===== config.mk =====
export PLATFORM = sky130hd
export DESIGN_NAME = pmc_top
export DESIGN_NICKNAME = d
export VERILOG_FILES = /design/src/pmc_pkg.sv /design/src/pmc_edge.sv /design/src/pmc_top.sv
export SDC_FILE = /design/constraint.sdc
export NUM_CORES = 1
export LEC_CHECK = 0
export ABC_AREA = 1
export BUFFER_PORTS_ARGS = -buffer_cell sky130_fd_sc_hd__buf_4
export CAP_MARGIN = 40
export CORE_ASPECT_RATIO = 1.5
export CORE_MARGIN = 5
export CORE_UTILIZATION = 55
export CTS_CLUSTER_DIAMETER = 50
export CTS_CLUSTER_SIZE = 25
export DETAILED_ROUTE_END_ITERATION = 8
export GPL_TIMING_DRIVEN = 0
export HOLD_SLACK_MARGIN = 0.08
export PLACE_DENSITY = 0.86
export SLEW_MARGIN = 10
export SYNTH_ARGS = -nofsm -noshare
export SYNTH_HDL_FRONTEND = slang
export SYNTH_SLANG_ARGS = --single-unit

===== constraint.sdc =====
create_clock -name i_clk -period 7.3 [get_ports i_clk]
set_input_delay 1.46 -clock i_clk [delete_from_list [all_inputs] [get_ports i_clk]]
set_output_delay 1.46 -clock i_clk [all_outputs]
set_load 0.1 [all_outputs]

===== src/pmc_pkg.sv =====
package pmc_pkg;

  // clock and reset timing
  localparam int unsigned CLK_PERIOD_NS = 10;
  localparam int unsigned RST_HOLD_NS   = 1000;
  localparam int unsigned RST_HOLD_CYC  = (RST_HOLD_NS + CLK_PERIOD_NS - 1) / CLK_PERIOD_NS;
  localparam int unsigned RST_CNT_W     = 8;

  // register port
  localparam int unsigned ADDR_W        = 8;
  localparam int unsigned DATA_W        = 32;
  localparam logic [7:0]  OFS_CTRL      = 8'h00;
  localparam logic [7:0]  OFS_STATUS    = 8'h04;
  localparam logic [7:0]  OFS_MASK      = 8'h08;
  localparam logic [7:0]  OFS_STATE     = 8'h0c;
  localparam logic [7:0]  OFS_BKP_BASE  = 8'h10;
  localparam logic [7:0]  OFS_BKP_END   = 8'h38;

  // backup registers and wake lines
  localparam int unsigned BKP_NUM       = 10;
  localparam int unsigned BKP_W         = 16;
  localparam int unsigned BKP_IDX_W     = 4;
  localparam int unsigned LINE_NUM      = 16;

  // control register fields
  localparam int unsigned CTRL_W        = 7;
  localparam int unsigned CTRL_THR_EN   = 0;
  localparam int unsigned CTRL_THR_RISE = 1;
  localparam int unsigned CTRL_THR_FALL = 2;
  localparam int unsigned CTRL_STOP_LP  = 3;
  localparam int unsigned CTRL_DEEP     = 4;
  localparam int unsigned CTRL_STANDBY  = 5;
  localparam int unsigned CTRL_CLK_EXT  = 6;
  localparam logic [6:0]  CTRL_RST      = 7'h00;

  // status and mask fields
  localparam int unsigned ST_W          = 3;
  localparam int unsigned ST_THR        = 0;
  localparam int unsigned ST_SBY        = 1;
  localparam int unsigned ST_STOP       = 2;
  localparam logic [2:0]  ST_RST        = 3'h0;
  localparam logic [2:0]  MASK_RST      = 3'h0;

  typedef enum logic [1:0] {
    PMC_REG_MAIN = 2'h0,
    PMC_REG_LP   = 2'h1,
    PMC_REG_OFF  = 2'h2
  } pmc_reg_mode_t;

  typedef enum logic [4:0] {
    PMC_S_RESET   = 5'h01,
    PMC_S_RUN     = 5'h02,
    PMC_S_SLEEP   = 5'h04,
    PMC_S_STOP    = 5'h08,
    PMC_S_STANDBY = 5'h10
  } pmc_state_t;

endpackage


===== src/pmc_edge.sv =====
module pmc_edge #(
  parameter int unsigned W = 1
) (
  input  wire logic         i_clk,
  input  wire logic         i_srst,
  input  wire logic [W-1:0] i_level,
  output logic      [W-1:0] o_rise,
  output logic      [W-1:0] o_fall
);

  logic [W-1:0] prev_q;

  always_ff @(posedge i_clk) begin
    if (i_srst) begin
      prev_q <= '0;
    end else begin
      prev_q <= i_level;
    end
  end

  assign o_rise = i_level & ~prev_q;
  assign o_fall = ~i_level & prev_q;

endmodule


===== src/pmc_top.sv =====
// Overview of operation
// - hold core reset while supply is low
// - enabled threshold detector raises selected edge interrupts
// - regulator main, low power, or off
// - regulator on after reset, off in standby
// - stop gates core clocks and fast oscillators
// - stop regulator mode chosen by software beforehand
// - any external line event leaves stop
// - standby powers off core and fast oscillators
// - standby exits on pin, watchdog, wake, alarm
// - rtc and watchdog clocks always keep running
// - ten 16-bit backup registers survive standby
// - after reset the fast rc drives cpu
module pmc_top (
  input  wire logic                          i_clk,
  input  wire logic                          i_srst,
  input  wire logic [pmc_pkg::ADDR_W-1:0]    i_addr,
  input  wire logic [pmc_pkg::DATA_W-1:0]    i_wdata,
  input  wire logic                          i_wr,
  input  wire logic                          i_rd,
  output logic      [pmc_pkg::DATA_W-1:0]    o_rdata,
  input  wire logic                          i_supply_low,
  input  wire logic                          i_thr_below,
  input  wire logic                          i_sleep_req,
  input  wire logic                          i_periph_irq,
  input  wire logic [pmc_pkg::LINE_NUM-1:0]  i_ext_lines,
  input  wire logic                          i_rtc_alarm,
  input  wire logic                          i_usb_wake,
  input  wire logic                          i_reset_pin_n,
  input  wire logic                          i_wdog_rst,
  input  wire logic                          i_wake_pin,
  output logic                               o_core_rst,
  output logic                               o_cpu_clk_en,
  output logic                               o_core_clk_en,
  output logic                               o_pll_en,
  output logic                               o_fast_rc_en,
  output logic                               o_ext_osc_en,
  output logic                               o_clk_sel_ext,
  output logic                               o_reg_en,
  output pmc_pkg::pmc_reg_mode_t             o_reg_mode,
  output logic                               o_lsclk_en,
  output logic                               o_irq
);

  pmc_pkg::pmc_state_t                state_q;
  pmc_pkg::pmc_state_t                state_d;
  logic [pmc_pkg::RST_CNT_W-1:0]      rst_cnt_q;
  logic [pmc_pkg::RST_CNT_W-1:0]      rst_cnt_d;
  logic [pmc_pkg::CTRL_W-1:0]         ctrl_q;
  logic [pmc_pkg::CTRL_W-1:0]         ctrl_d;
  logic [pmc_pkg::ST_W-1:0]           status_q;
  logic [pmc_pkg::ST_W-1:0]           status_d;
  logic [pmc_pkg::ST_W-1:0]           mask_q;
  logic [pmc_pkg::ST_W-1:0]           mask_d;
  logic [pmc_pkg::BKP_W-1:0]          bkp_q [pmc_pkg::BKP_NUM];
  logic [pmc_pkg::DATA_W-1:0]         rdata_q;
  logic [pmc_pkg::DATA_W-1:0]         rdata_d;

  localparam logic [pmc_pkg::RST_CNT_W-1:0] RST_LOAD =
    pmc_pkg::RST_CNT_W'(pmc_pkg::RST_HOLD_CYC - 1);

  // state decode
  wire st_reset   = (state_q == pmc_pkg::PMC_S_RESET);
  wire st_run     = (state_q == pmc_pkg::PMC_S_RUN);
  wire st_sleep   = (state_q == pmc_pkg::PMC_S_SLEEP);
  wire st_stop    = (state_q == pmc_pkg::PMC_S_STOP);
  wire st_standby = (state_q == pmc_pkg::PMC_S_STANDBY);
  // registers are reachable only while the core is powered and clocked
  wire bus_live   = st_run | st_sleep;

  // edge detection on threshold detector and wake pin
  logic thr_rise;
  logic thr_fall;
  logic wake_rise;

  pmc_edge #(
    .W (1)
  ) u_thr_edge (
    .i_clk   (i_clk),
    .i_srst  (i_srst),
    .i_level (i_thr_below),
    .o_rise  (thr_rise),
    .o_fall  (thr_fall)
  );

  pmc_edge #(
    .W (1)
  ) u_wake_edge (
    .i_clk   (i_clk),
    .i_srst  (i_srst),
    .i_level (i_wake_pin),
    .o_rise  (wake_rise),
    .o_fall  ()
  );

  // below-edge is a falling supply, above-edge a rising one
  wire thr_en    = ctrl_q[pmc_pkg::CTRL_THR_EN];
  wire thr_event = thr_en & ((ctrl_q[pmc_pkg::CTRL_THR_FALL] & thr_rise) |
                             (ctrl_q[pmc_pkg::CTRL_THR_RISE] & thr_fall));

  // wake sources per mode
  wire line_any   = |i_ext_lines;
  wire sleep_wake = i_periph_irq | line_any;
  wire stop_wake  = line_any | thr_event | i_rtc_alarm | i_usb_wake;
  wire sby_wake   = ~i_reset_pin_n | i_wdog_rst | wake_rise | i_rtc_alarm;

  // register decode
  wire wr_ok     = i_wr & bus_live;
  wire rd_ok     = i_rd & bus_live;
  wire hit_ctrl  = (i_addr == pmc_pkg::OFS_CTRL);
  wire hit_stat  = (i_addr == pmc_pkg::OFS_STATUS);
  wire hit_mask  = (i_addr == pmc_pkg::OFS_MASK);
  wire hit_state = (i_addr == pmc_pkg::OFS_STATE);
  wire hit_bkp   = (i_addr >= pmc_pkg::OFS_BKP_BASE) &&
                   (i_addr < pmc_pkg::OFS_BKP_END) && (i_addr[1:0] == 2'h0);
  wire [pmc_pkg::ADDR_W-1:0]    bkp_off = i_addr - pmc_pkg::OFS_BKP_BASE;
  wire [pmc_pkg::BKP_IDX_W-1:0] bkp_idx = bkp_off[5:2];
  wire bkp_wr    = wr_ok & hit_bkp;

  // core reset sequence and mode control
  always_comb begin
    state_d   = state_q;
    rst_cnt_d = rst_cnt_q;
    case (state_q)
      pmc_pkg::PMC_S_RESET: begin
        if (rst_cnt_q == '0) begin
          state_d = pmc_pkg::PMC_S_RUN;
        end else begin
          rst_cnt_d = rst_cnt_q - 1'b1;
        end
      end
      pmc_pkg::PMC_S_RUN: begin
        if (i_sleep_req) begin
          if (!ctrl_q[pmc_pkg::CTRL_DEEP]) begin
            state_d = pmc_pkg::PMC_S_SLEEP;
          end else if (ctrl_q[pmc_pkg::CTRL_STANDBY]) begin
            state_d = pmc_pkg::PMC_S_STANDBY;
          end else begin
            state_d = pmc_pkg::PMC_S_STOP;
          end
        end
      end
      pmc_pkg::PMC_S_SLEEP: begin
        if (sleep_wake) begin
          state_d = pmc_pkg::PMC_S_RUN;
        end
      end
      pmc_pkg::PMC_S_STOP: begin
        if (stop_wake) begin
          state_d = pmc_pkg::PMC_S_RUN;
        end
      end
      pmc_pkg::PMC_S_STANDBY: begin
        if (sby_wake) begin
          state_d   = pmc_pkg::PMC_S_RESET;
          rst_cnt_d = RST_LOAD;
        end
      end
      default: begin
        state_d   = pmc_pkg::PMC_S_RESET;
        rst_cnt_d = RST_LOAD;
      end
    endcase
    // a low supply overrides every mode and restarts the hold
    if (i_supply_low) begin
      state_d   = pmc_pkg::PMC_S_RESET;
      rst_cnt_d = RST_LOAD;
    end
  end

  always_ff @(posedge i_clk) begin
    if (i_srst) begin
      state_q   <= pmc_pkg::PMC_S_RESET;
      rst_cnt_q <= RST_LOAD;
    end else begin
      state_q   <= state_d;
      rst_cnt_q <= rst_cnt_d;
    end
  end

  // control and mask are core registers: lost across reset and standby
  always_comb begin
    ctrl_d = ctrl_q;
    mask_d = mask_q;
    if (st_reset || st_standby) begin
      ctrl_d = pmc_pkg::CTRL_RST;
      mask_d = pmc_pkg::MASK_RST;
    end else if (wr_ok && hit_ctrl) begin
      ctrl_d = i_wdata[pmc_pkg::CTRL_W-1:0];
    end else if (wr_ok && hit_mask) begin
      mask_d = i_wdata[pmc_pkg::ST_W-1:0];
    end
  end

  // status sits in the standby circuitry; a set wins over a same-cycle clear
  wire [pmc_pkg::ST_W-1:0] st_clr = (wr_ok && hit_stat) ? i_wdata[pmc_pkg::ST_W-1:0] : '0;
  wire [pmc_pkg::ST_W-1:0] st_set;
  assign st_set[pmc_pkg::ST_THR]  = thr_event;
  assign st_set[pmc_pkg::ST_SBY]  = st_standby & sby_wake & ~i_supply_low;
  assign st_set[pmc_pkg::ST_STOP] = st_stop & stop_wake & ~i_supply_low;

  always_comb begin
    status_d = (status_q & ~st_clr) | st_set;
  end

  always_ff @(posedge i_clk) begin
    if (i_srst) begin
      ctrl_q   <= pmc_pkg::CTRL_RST;
      mask_q   <= pmc_pkg::MASK_RST;
      status_q <= pmc_pkg::ST_RST;
    end else begin
      ctrl_q   <= ctrl_d;
      mask_q   <= mask_d;
      status_q <= status_d;
    end
  end

  // battery-backed store: only the backup-domain reset clears it
  always_ff @(posedge i_clk) begin
    if (i_srst) begin
      for (int i = 0; i < pmc_pkg::BKP_NUM; i++) begin
        bkp_q[i] <= '0;
      end
    end else if (bkp_wr) begin
      bkp_q[bkp_idx] <= i_wdata[pmc_pkg::BKP_W-1:0];
    end
  end

  // read path, data valid in the cycle after the strobe
  wire [pmc_pkg::DATA_W-1:0] rd_ctrl  = {{(pmc_pkg::DATA_W-pmc_pkg::CTRL_W){1'b0}}, ctrl_q};
  wire [pmc_pkg::DATA_W-1:0] rd_stat  = {{(pmc_pkg::DATA_W-pmc_pkg::ST_W){1'b0}}, status_q};
  wire [pmc_pkg::DATA_W-1:0] rd_mask  = {{(pmc_pkg::DATA_W-pmc_pkg::ST_W){1'b0}}, mask_q};
  wire [pmc_pkg::DATA_W-1:0] rd_state = {26'h0, i_thr_below, state_q};
  wire [pmc_pkg::DATA_W-1:0] rd_bkp   = {16'h0, bkp_q[bkp_idx]};

  assign rdata_d = !rd_ok    ? '0 :
                   hit_ctrl  ? rd_ctrl :
                   hit_stat  ? rd_stat :
                   hit_mask  ? rd_mask :
                   hit_state ? rd_state :
                   hit_bkp   ? rd_bkp : '0;

  always_ff @(posedge i_clk) begin
    if (i_srst) begin
      rdata_q <= '0;
    end else begin
      rdata_q <= rdata_d;
    end
  end

  // outputs
  wire core_active = ~(st_stop | st_standby);

  assign o_rdata       = rdata_q;
  assign o_core_rst    = st_reset | i_supply_low;
  assign o_cpu_clk_en  = st_run | st_reset;
  assign o_core_clk_en = core_active;
  assign o_fast_rc_en  = core_active;
  assign o_pll_en      = core_active & ctrl_q[pmc_pkg::CTRL_CLK_EXT];
  assign o_ext_osc_en  = core_active & ctrl_q[pmc_pkg::CTRL_CLK_EXT];
  assign o_clk_sel_ext = ctrl_q[pmc_pkg::CTRL_CLK_EXT];
  assign o_reg_en      = ~st_standby;
  assign o_reg_mode    = st_standby ? pmc_pkg::PMC_REG_OFF :
                         (st_stop && ctrl_q[pmc_pkg::CTRL_STOP_LP]) ? pmc_pkg::PMC_REG_LP :
                         pmc_pkg::PMC_REG_MAIN;
  // low-speed clocks are never gated by this block
  assign o_lsclk_en    = 1'b1;
  assign o_irq         = |(status_q & mask_q);
endmodule


### After elaboration in Yosys (flattened, before gate mapping)

Memories as Yosys holds them, arrays and structs flattened.
Index checks and enable logic that the tools add are counted.

| cells by class | value |
|---|---|
| add/sub/neg operators | 2 |
| multiply operators | 0 |
| div/mod/pow operators | 0 |
| order comparisons | 2 |
| equality and inequality tests | 14 |
| shifts and indexed selects | 0 |
| mux-type cells | 27 |
| bitwise gates (word level) | 41 |
| reductions and logical operators | 22 |

Operators by type and width:

| kind | number |
|---|---|
| $mux 5 | 7 |
| $mux 7 | 5 |
| $reduce_or 16->1 | 2 |
| $pmux 5 s5 | 1 |
| $pmux 8 s3 | 1 |
| $eq 8x4->1 const B | 2 |
| $logic_not 8->1 | 2 |
| $mux 16 | 1 |
| $mux 8 | 2 |
| $and 1x1->1 | 14 |
| $or 1x1->1 | 12 |
| $not 1->1 | 11 |
| $eq 8x3->1 const B | 1 |
| $ge 8x5->1 const B | 1 |
| $lt 8x6->1 const B | 1 |
| $ne 2x1->1 const B | 4 |
| $sub 8x1->8 const B | 1 |
| $mux 1 | 7 |
| $reduce_or 7->1 | 1 |
| $and 3x3->3 | 2 |
| $logic_and 1x1->1 | 6 |
| $reduce_or 2->1 | 3 |
| $reduce_or 3->1 | 2 |
| $reduce_or 6->1 | 1 |
| other kinds (17) | 18 |

| storage, ports and cells | value |
|---|---|
| register bits | 60 |
| bits in latches | 0 |
| RAM bits | 160 |
| memory bits (read-only) | 0 |
| input bits | 69 |
| output and inout port bits | 44 |
| word-level logic and storage cells | 119 |
| memories | 1 |

Memories:

| memory | depth | bits a word | rd ports | clocked after memory_dff | write ports | RTL line | text |
|---|---|---|---|---|---|---|---|
| bkp_q | 10 | 16 | 1 | 0 | 10 | pmc_top.sv:55 | `logic [pmc_pkg::BKP_W-1:0] bkp_q [pmc_pkg::BKP_NUM];` |

### Depth between registers and ports, before layout

Gate-level depths: netlist of run 1.

| logic depth | value |
|---|---|
| depth in word-level cells | 11 |
| depth in mapped cells | 12 |
| gate-level depth less buffers | 12 |

### Modules after synthesis

From an unflattened synthesis of run 1, not the netlist that was laid out.

| unflattened totals | value |
|---|---|
| cells, all modules | 1353 |
| area total of the unflattened synthesis | 13594.3 um^2 |

Modules (own cells, without submodules):

| module | instances | cells an instance | area each (um^2) | seq. area each (um^2) |
|---|---|---|---|---|
| pmc_top | 1 | 1341 | 13516.7 | 8528.2 |
| pmc_edge | 2 | 6 | 38.8 | 20.0 |

### Worst setup path after synthesis of run 1

No wires, ideal clock.

| timing path | value |
|---|---|
| path type | reg-to-output |
| start point | register state_q[2] |
| end point | output port o_pll_en |
| arrival | 4224 ps |
| data required time | 5840 ps |
| setup slack | 1616 ps |
| cell stages (with the launch flop) | 6 |
| path buffers | 1 |
| path through | dfxtp_1 -> nor2_2 -> nand3_1 -> inv_1 -> nor3_1 -> buf_4 |

| on the way | value |
|---|---|
| word-level cells in the longest chain between the ends | 4 |
| elaborated cells on any way between the ends | 5 |
| classes of those cells | 2 x eq/ne; 3 x bitwise |

RTL lines:

| element | RTL line | text |
|---|---|---|
| start: declaration | pmc_top.sv:45 | `pmc_pkg::pmc_state_t state_q;` |
| start signal: assignment | pmc_top.sv:173 | `state_q <= pmc_pkg::PMC_S_RESET;` |
| start signal: assignment | pmc_top.sv:176 | `state_q <= state_d;` |
| $eq 5x5->1 | pmc_top.sv:67 | `wire st_standby = (state_q == pmc_pkg::PMC_S_STANDBY);` |
| named net st_standby | pmc_top.sv:67 |  |
| $or 1x1->1 | pmc_top.sv:252 | `wire core_active = ~(st_stop \| st_standby);` |
| $not 1->1 | pmc_top.sv:252 |  |
| $and 1x1->1 | n/a |  |
| end: declaration | pmc_top.sv:35 | `output logic o_pll_en,` |

The timed path passes the listed nets, and every way through them passes these cells.

==> impl_metrics.yaml, run 1 <==
status:
  status: "completed"
synth:
  yosysTopAreaCellShare_pct: 57.7
  synth_top_family_by_area: "simple AND/OR/NAND/NOR gates"
  syn_avg_cell_area_um2: 9.86
  synthFlopType: "edfxtp_1"
  synth_cells: 1352
  synthMuxAreaShare_pct: 0
  synth_xor_area_share_pct: 0.131
  async_flop_share_pct: 0
  synth.distinct_cells: 39
  ys_seq_area_share_pct: 64.3
  yosys.area.top_type: "edfxtp_1"
  yosys.area_share.simple_pct: 23.9
  synthTopCellsByArea: "edfxtp_1 (58%), nand2_1 (9.0%), nor2_1 (8.4%)"
  yosysMostFrequentCell: "nand2_1"
  synth_area_um2: 13300
  ys_seq_elements: 300
  synth_warnings: 0
  synth_compound_area_share_pct: 4.63
  synth_common_cells: "nand2_1 (318), nor2_1 (299), edfxtp_1 (256)"
  synthAdderAreaFrac_pct: 0.563
  synth_edf_count: 256
grt:
  antenna_found_initial: 0
  grt_pass1_vias: 10525
  grt_overflow: 0
  grt_use_total_pct: 25.5
  grt_first_pass_wirelength_um: 54200
  grt_max_degree: 27
worst_setup_path:
  worstSetupPathType: "input pin to flip-flop"
  critPathLaunchType: "input pin"
  r2r-start: "state_q[1]"
  worstPathMaxFanout: 16
  crit_path_end_kind: "flip-flop"
  worstPathRequired_ns: 7.37
  cp-startpoint: "i_addr[4]"
  arrival_ns: 4.81
clocking:
  cts_tree: "done"
  clkLatencyLatePin_ns: 0.54
  clkSinkCount: 300
  numCtsBuffers: 20
  clk_pin_slew_worst_paths_ns: 0.08
  cts_hold_buf: 0
  htreeDepth: 1
  cts_post_setup_buffers_inserted: 0
  cts_buffer_depth: 3
  clock-root-buffer: "clkbuf_16"
  cts_resized: 0
floorplanning:
  die_x_um: 137
  core_area_um2: 23800
  ios: 113
  die_area_um2: 27500
  die_h_um: 201
  num_rows: 69
  start_util_pct: 55.9
placement:
  hpwl_um: 25000
  gp_congestion: 0.947
  io_buffers: 77
power_and_ir_drop:
  finalPower_mw: 3.31
  p_leak_nw: 5.72
  max-vdd-ir-drop_mv: 0.185
  power_density_nw_per_um2: 218
drt:
  wl_um: 35700
  dr.pass1.iters: 6
  dr_total_vias: 10512
  dr.first_iter.drc_count: 1331
  avgViaCountPerCell: 5.81
  wl_per_cell_um: 19.7
  drc_errors: 0
  ant_nets: 0
timing:
  fmax_mhz: 211
  slew_headroom_pct: 34.7
  setup_viol: 0
  fin_tns_setup_ns: 0
  slew_violations: 0
  layout_worst_path_cycle_share_pct: 65.0
  worst_slew_pin_slew_ns: 0.980
  hold_viol_final: 0
  fin_worst_skew_ns: 0.0312
  post-route-min-period_ns: 4.74
  rsz0062_at_grt: "no"
final_layout:
  fillers: 1823
  multi_input_area_um2: 3980
  utilization_pct: 63.8
  seq_area_um2: 8570
  drive_above_1_share_pct: 12.6
  area_growth_syn_to_layout_pct: 14.1
  nNetsFinal: 1550
min_path:
  hold_start: "rst_cnt_q[0]"
  min_path_type: "flip-flop to flip-flop"
job:
  max_cap_violations: 0
==> registers in the layout, summed over array words and instances, names as in the netlist <==
register            count
mask_q                  3
o_rdata                16
status_q                3
u_thr_edge.prev_q       1
u_wake_edge.prev_q      1
bkp_q                 256
ctrl_q                  7
state_q                 5
rst_cnt_q               8
==> stage by stage <==
step	cells	setup WS (ns)	area, um2	hold WS [ns]
detailed placement	1772	2.20	14500	0.454
global route	1808	2.45	15200	0.504
CTS	1808	2.72	15200	0.472
finish	1809	2.56	15200	0.469
global placement	1763	1.79	14400	0.440
floorplan	1367	1.62	13400	0.429
==> cells in the final DEF, fill, tap and decap left out, types with 5 or more instances in the layout <==
master,instances
nor2_1,293
nand3_4,8
clkinv_1,5
ha_1,6
or2_2,9
a21oi_1,31
buf_4,97
inv_1,111
clkbuf_16,20
o2111ai_1,7
buf_1,9
buf_2,8
nor2_2,7
nand3_1,76
buf_6,10
buf_8,5
edfxtp_1,256
o21ai_0,27
dfxtp_1,44
nand4_1,28
clkbuf_1,30
a22oi_1,19
nand2_1,318
conb_1,17
==> power breakdown <==
group,switching [mW],total [mW],internal (mW),leakage (nW)
sequential,0.00918,1.88,1.87,2.68
clock,0.629,1.17,0.545,0.324
combinational,0.188,0.256,0.0676,2.71
==> routing by layer <==
layer / up-vias / routed length [um] / global-route usage, %
met4: 0 / 2450 / 15.0
li1: 4696 / - / -
met2: 755 / 18500 / 45.8
met5: - / 0 / 0
met1: 4867 / 11500 / 28.2
met3: 194 / 3260 / 3.16
==> worst max-delay path, stage by stage <==
cell and delay [ns]:
buf_4 0.12, clkinv_1 0.30, clkbuf_1 0.47, ha_1 0.36
nand2_1 0.09, nand2_1 0.13, nor3_4 0.31, o21ai_0 0.22
nand3_1 0.37, buf_2 0.37, nand2_1 0.60
==> final timing paths <==
path | depth (start not counted) | slack, ns | end
max | 11 | 2.56 | bkp_q[8][14]
min | 2 | 0.47 | rst_cnt_q[0]
max reg2reg | 9 | 3.94 | bkp_q[8][14]
min reg2reg | 2 | 0.47 | rst_cnt_q[0]
==> logic make-up (layout without fill, tap and decap cells) <==
| group | after synthesis | in the layout |
|---|---|---|
| other | 2 | 18 |
| flip-flops | 300 | 300 |
| AND/OR/NAND/NOR | 752 | 752 |
| adder cells (fa/ha/maj) | 6 | 6 |
| AO/OA/AOI/OAI | 101 | 101 |
| buffers and inverters | 189 | 311 |
| XOR/XNOR | 2 | 2 |
==> layout make-up <==
| type | instances | share of cell area (%) |
|---|---|---|
| Sequential cell | 300 | 56.3 |
| Multi-Input combinational cell | 878 | 26.2 |
| Timing Repair Buffer | 86 | 4.81 |
| Clock buffer | 22 | 3.34 |
| Inverter | 116 | 2.86 |
| Buffer | 73 | 2.76 |
| Tap cell | 319 | 2.62 |
| Clock inverter | 14 | 1.07 |
| Antenna cell | 1 | 0.0165 |
(Power assumes the default switching activity.)
==> run 2, diff against run 1 <==
--- a/config.mk
+++ b/config.mk
@@ -5,18 +5,18 @@
 export SDC_FILE = /design/constraint.sdc
 export NUM_CORES = 1
 export LEC_CHECK = 0
-export ABC_AREA = 1
+export ABC_AREA = 0
 export BUFFER_PORTS_ARGS = -buffer_cell sky130_fd_sc_hd__buf_4
 export CAP_MARGIN = 40
 export CORE_ASPECT_RATIO = 1.5
 export CORE_MARGIN = 5
-export CORE_UTILIZATION = 55
+export CORE_UTILIZATION = 54
 export CTS_CLUSTER_DIAMETER = 50
 export CTS_CLUSTER_SIZE = 25
 export DETAILED_ROUTE_END_ITERATION = 8
 export GPL_TIMING_DRIVEN = 0
 export HOLD_SLACK_MARGIN = 0.08
-export PLACE_DENSITY = 0.86
+export PLACE_DENSITY = 0.88
 export SLEW_MARGIN = 10
 export SYNTH_ARGS = -nofsm -noshare
 export SYNTH_HDL_FRONTEND = slang
==> constraint.sdc (replaced) <==
create_clock -name i_clk -period 4.01 [get_ports i_clk]
set_input_delay 0.802 -clock i_clk [delete_from_list [all_inputs] [get_ports i_clk]]
set_output_delay 0.802 -clock i_clk [all_outputs]
set_load 0.1 [all_outputs]
==> impl_metrics.yaml, run 2 <==
job:
  max_cap_violations: 0
floorplanning:
  die_area_um2: 28000
  die_h_um: 203
  core_area_um2: 24300
  num_rows: 70
  start_util_pct: 54.8
  ios: 113
  die_x_um: 138
grt:
  grt_first_pass_wirelength_um: 51700
  grt_pass1_vias: 8708
  grt_max_degree: 26
  grt_use_total_pct: 24.3
  antenna_found_initial: 0
  grt_overflow: 0
synth:
  synth_common_cells: "edfxtp_1 (256), and2_1 (128), mux4_2 (73)"
  synth_area_um2: 13300
  synth_compound_area_share_pct: 3.25
  yosys.area.top_type: "edfxtp_1"
  synthAdderAreaFrac_pct: 0.562
  yosysMostFrequentCell: "edfxtp_1"
  ys_seq_area_share_pct: 64.2
  yosys.area_share.simple_pct: 13.7
  syn_avg_cell_area_um2: 15.3
  yosysTopAreaCellShare_pct: 57.6
  synth.distinct_cells: 60
  synthMuxAreaShare_pct: 14.7
  synth_cells: 870
  synth_edf_count: 256
  async_flop_share_pct: 0
  synth_warnings: 0
  synthTopCellsByArea: "edfxtp_1 (58%), mux4_2 (12%), dfxtp_1 (6.6%)"
  synthFlopType: "edfxtp_1"
  synth_xor_area_share_pct: 0.384
  synth_top_family_by_area: "multiplexers"
  ys_seq_elements: 300
clocking:
  cts_buffer_depth: 3
  cts_tree: "done"
  clock-root-buffer: "clkbuf_16"
  clkLatencyLatePin_ns: 0.54
  clk_pin_slew_worst_paths_ns: 0.08
  htreeDepth: 1
  numCtsBuffers: 20
  cts_hold_buf: 0
  clkSinkCount: 300
  cts_post_setup_buffers_inserted: 0
drt:
  dr.first_iter.drc_count: 977
  avgViaCountPerCell: 6.26
  wl_per_cell_um: 25.4
  dr_total_vias: 8392
  drc_errors: 0
  ant_nets: 0
  dr.pass1.iters: 5
  wl_um: 34000
final_layout:
  fillers: 1712
  area_growth_syn_to_layout_pct: 15.7
  finalInstanceArea_um2: 15400
  layout_commonest_cell: "edfxtp_1"
  nNetsFinal: 1078
  num_antenna_cells: 0
  drive_above_1_share_pct: 27.8
  layout_common_cells: "edfxtp_1 (256), and2_1 (128), buf_4 (101)"
  regMostFlops: "bkp_q"
  largest_reg_flops: 256
worst_setup_path:
  crit_path_end_kind: "flip-flop"
  worstSetupPathType: "input pin to flip-flop"
  critPathLaunchType: "input pin"
  arrival_ns: 4.17
  worstPathMaxFanout: 9
  worstPathRequired_ns: 4.24
timing:
  hold_viol_final: 0
  slew_violations: 0
  fin_worst_skew_ns: 0.0217
  setup_viol: 0
  layout_worst_path_cycle_share_pct: 98.3
  post-route-min-period_ns: 3.94
  worst_slew_pin_slew_ns: 0.925
  slew_headroom_pct: 38.3
  fmax_mhz: 254
  rsz0062_at_grt: "no"
power_and_ir_drop:
  power_density_nw_per_um2: 393
  p_leak_nw: 5.78
  max-vdd-ir-drop_mv: 0.305
  finalPower_mw: 6.06
status:
  status: "completed"
placement:
  placed_area_um2: 14700
  gp_congestion: 0.908
  io_buffers: 77
  hpwl_um: 23800
min_path:
  min_path_type: "flip-flop to flip-flop"
## run 2: changes by cell type after synthesis, moves of 10 or more
cell      previous run  this run
nor2b_1              0        11
clkbuf_1            28        14
nand2_1            318        30
o21ai_0             27        14
and2_1               0       128
mux4_2               0        73
a22oi_1             19         3
nand4_1             28         1
mux2i_1              0        25
inv_1              111        17
nand3_1             76         6
nor4_1               1        11
nor2_1             299        64
a21oi_1             32        15
## run 2: cell families (layout without fill, tap and decap cells)
kind of cell    after synthesis  in the layout
xor+xnor                      5              5
simple gates                308            308
buf+inv                      81            212
other cells                   2             17
fa+ha+maj                     6              6
compound gates               64             64
mux                         104            104
flops                       300            300
## run 2: worst paths after layout
path | from | end | slack [ns] | cells after the start
setup / recovery | i_addr[4] | bkp_q[4][6] | 0.07 | 11
hold / removal | rst_cnt_q[7] | rst_cnt_q[7] | 0.50 | 2
setup reg to reg | state_q[2] | bkp_q[10][14] | 0.84 | 8
hold reg to reg | rst_cnt_q[7] | rst_cnt_q[7] | 0.50 | 2
## run 2: final cells by class
| class | count | area [um2] | area share, % |
|---|---|---|---|
| plain buffers | 62 | 355 | 2.30 |
| multi-input cells | 504 | 4480 | 29.0 |
| inverters | 19 | 75.1 | 0.486 |
| clock buffers | 21 | 526 | 3.40 |
| repair buffers | 96 | 860 | 5.57 |
| well taps | 324 | 405 | 2.63 |
| flip-flops and latches | 300 | 8570 | 55.5 |
| clock inverters | 14 | 170 | 1.10 |
## run 2: routing by layer
layer | up-vias | routed length (um) | GRT usage [%]
li1 | 3522 | - | -
met1 | 4136 | 11300 | 28.0
met2 | 592 | 17700 | 43.6
met3 | 142 | 3040 | 4.48
met4 | 0 | 2000 | 11.9
met5 | - | 0 | 0
## run 2: timing repair
action | in CTS | in global routing
setup endpoints to repair | 9 | 9
gates resized for setup | 1 | 2
cloned | 0 | 0
## run 2: metrics by stage
stage	setup TNS [ns]	std cells	hold WS [ns]	util, %	worst slack [ns]
final	0	1340	0.500	63.4	0.0698
after global routing	0	1340	0.514	63.4	0.0411
after CTS	0	1340	0.494	63.4	0.0649
after detailed placement	-34.20	1305	0.477	60.5	-0.569
after global placement	-177.11	1286	0.472	59.2	-1.66
after floorplan	0	885	0.452	-	0.127
## run 2: power breakdown
group	total [mW]	switching (mW)	leakage (nW)	internal (mW)
clock network	2.18	1.16	0.333	1.02
logic	0.461	0.286	2.32	0.174
registers	3.43	0.0173	3.12	3.41
total	6.06	1.46	5.78	4.60
## run 2: critical path: stages
cell and delay [ns]:
buf_4 0.11, buf_2 0.32, clkinvlp_4 0.28, ha_1 0.34, clkbuf_1 0.34, nand2_1 0.25
or4_4 0.50, or3_1 0.34, clkbuf_1 0.35, nand2_4 0.31, buf_8 0.20
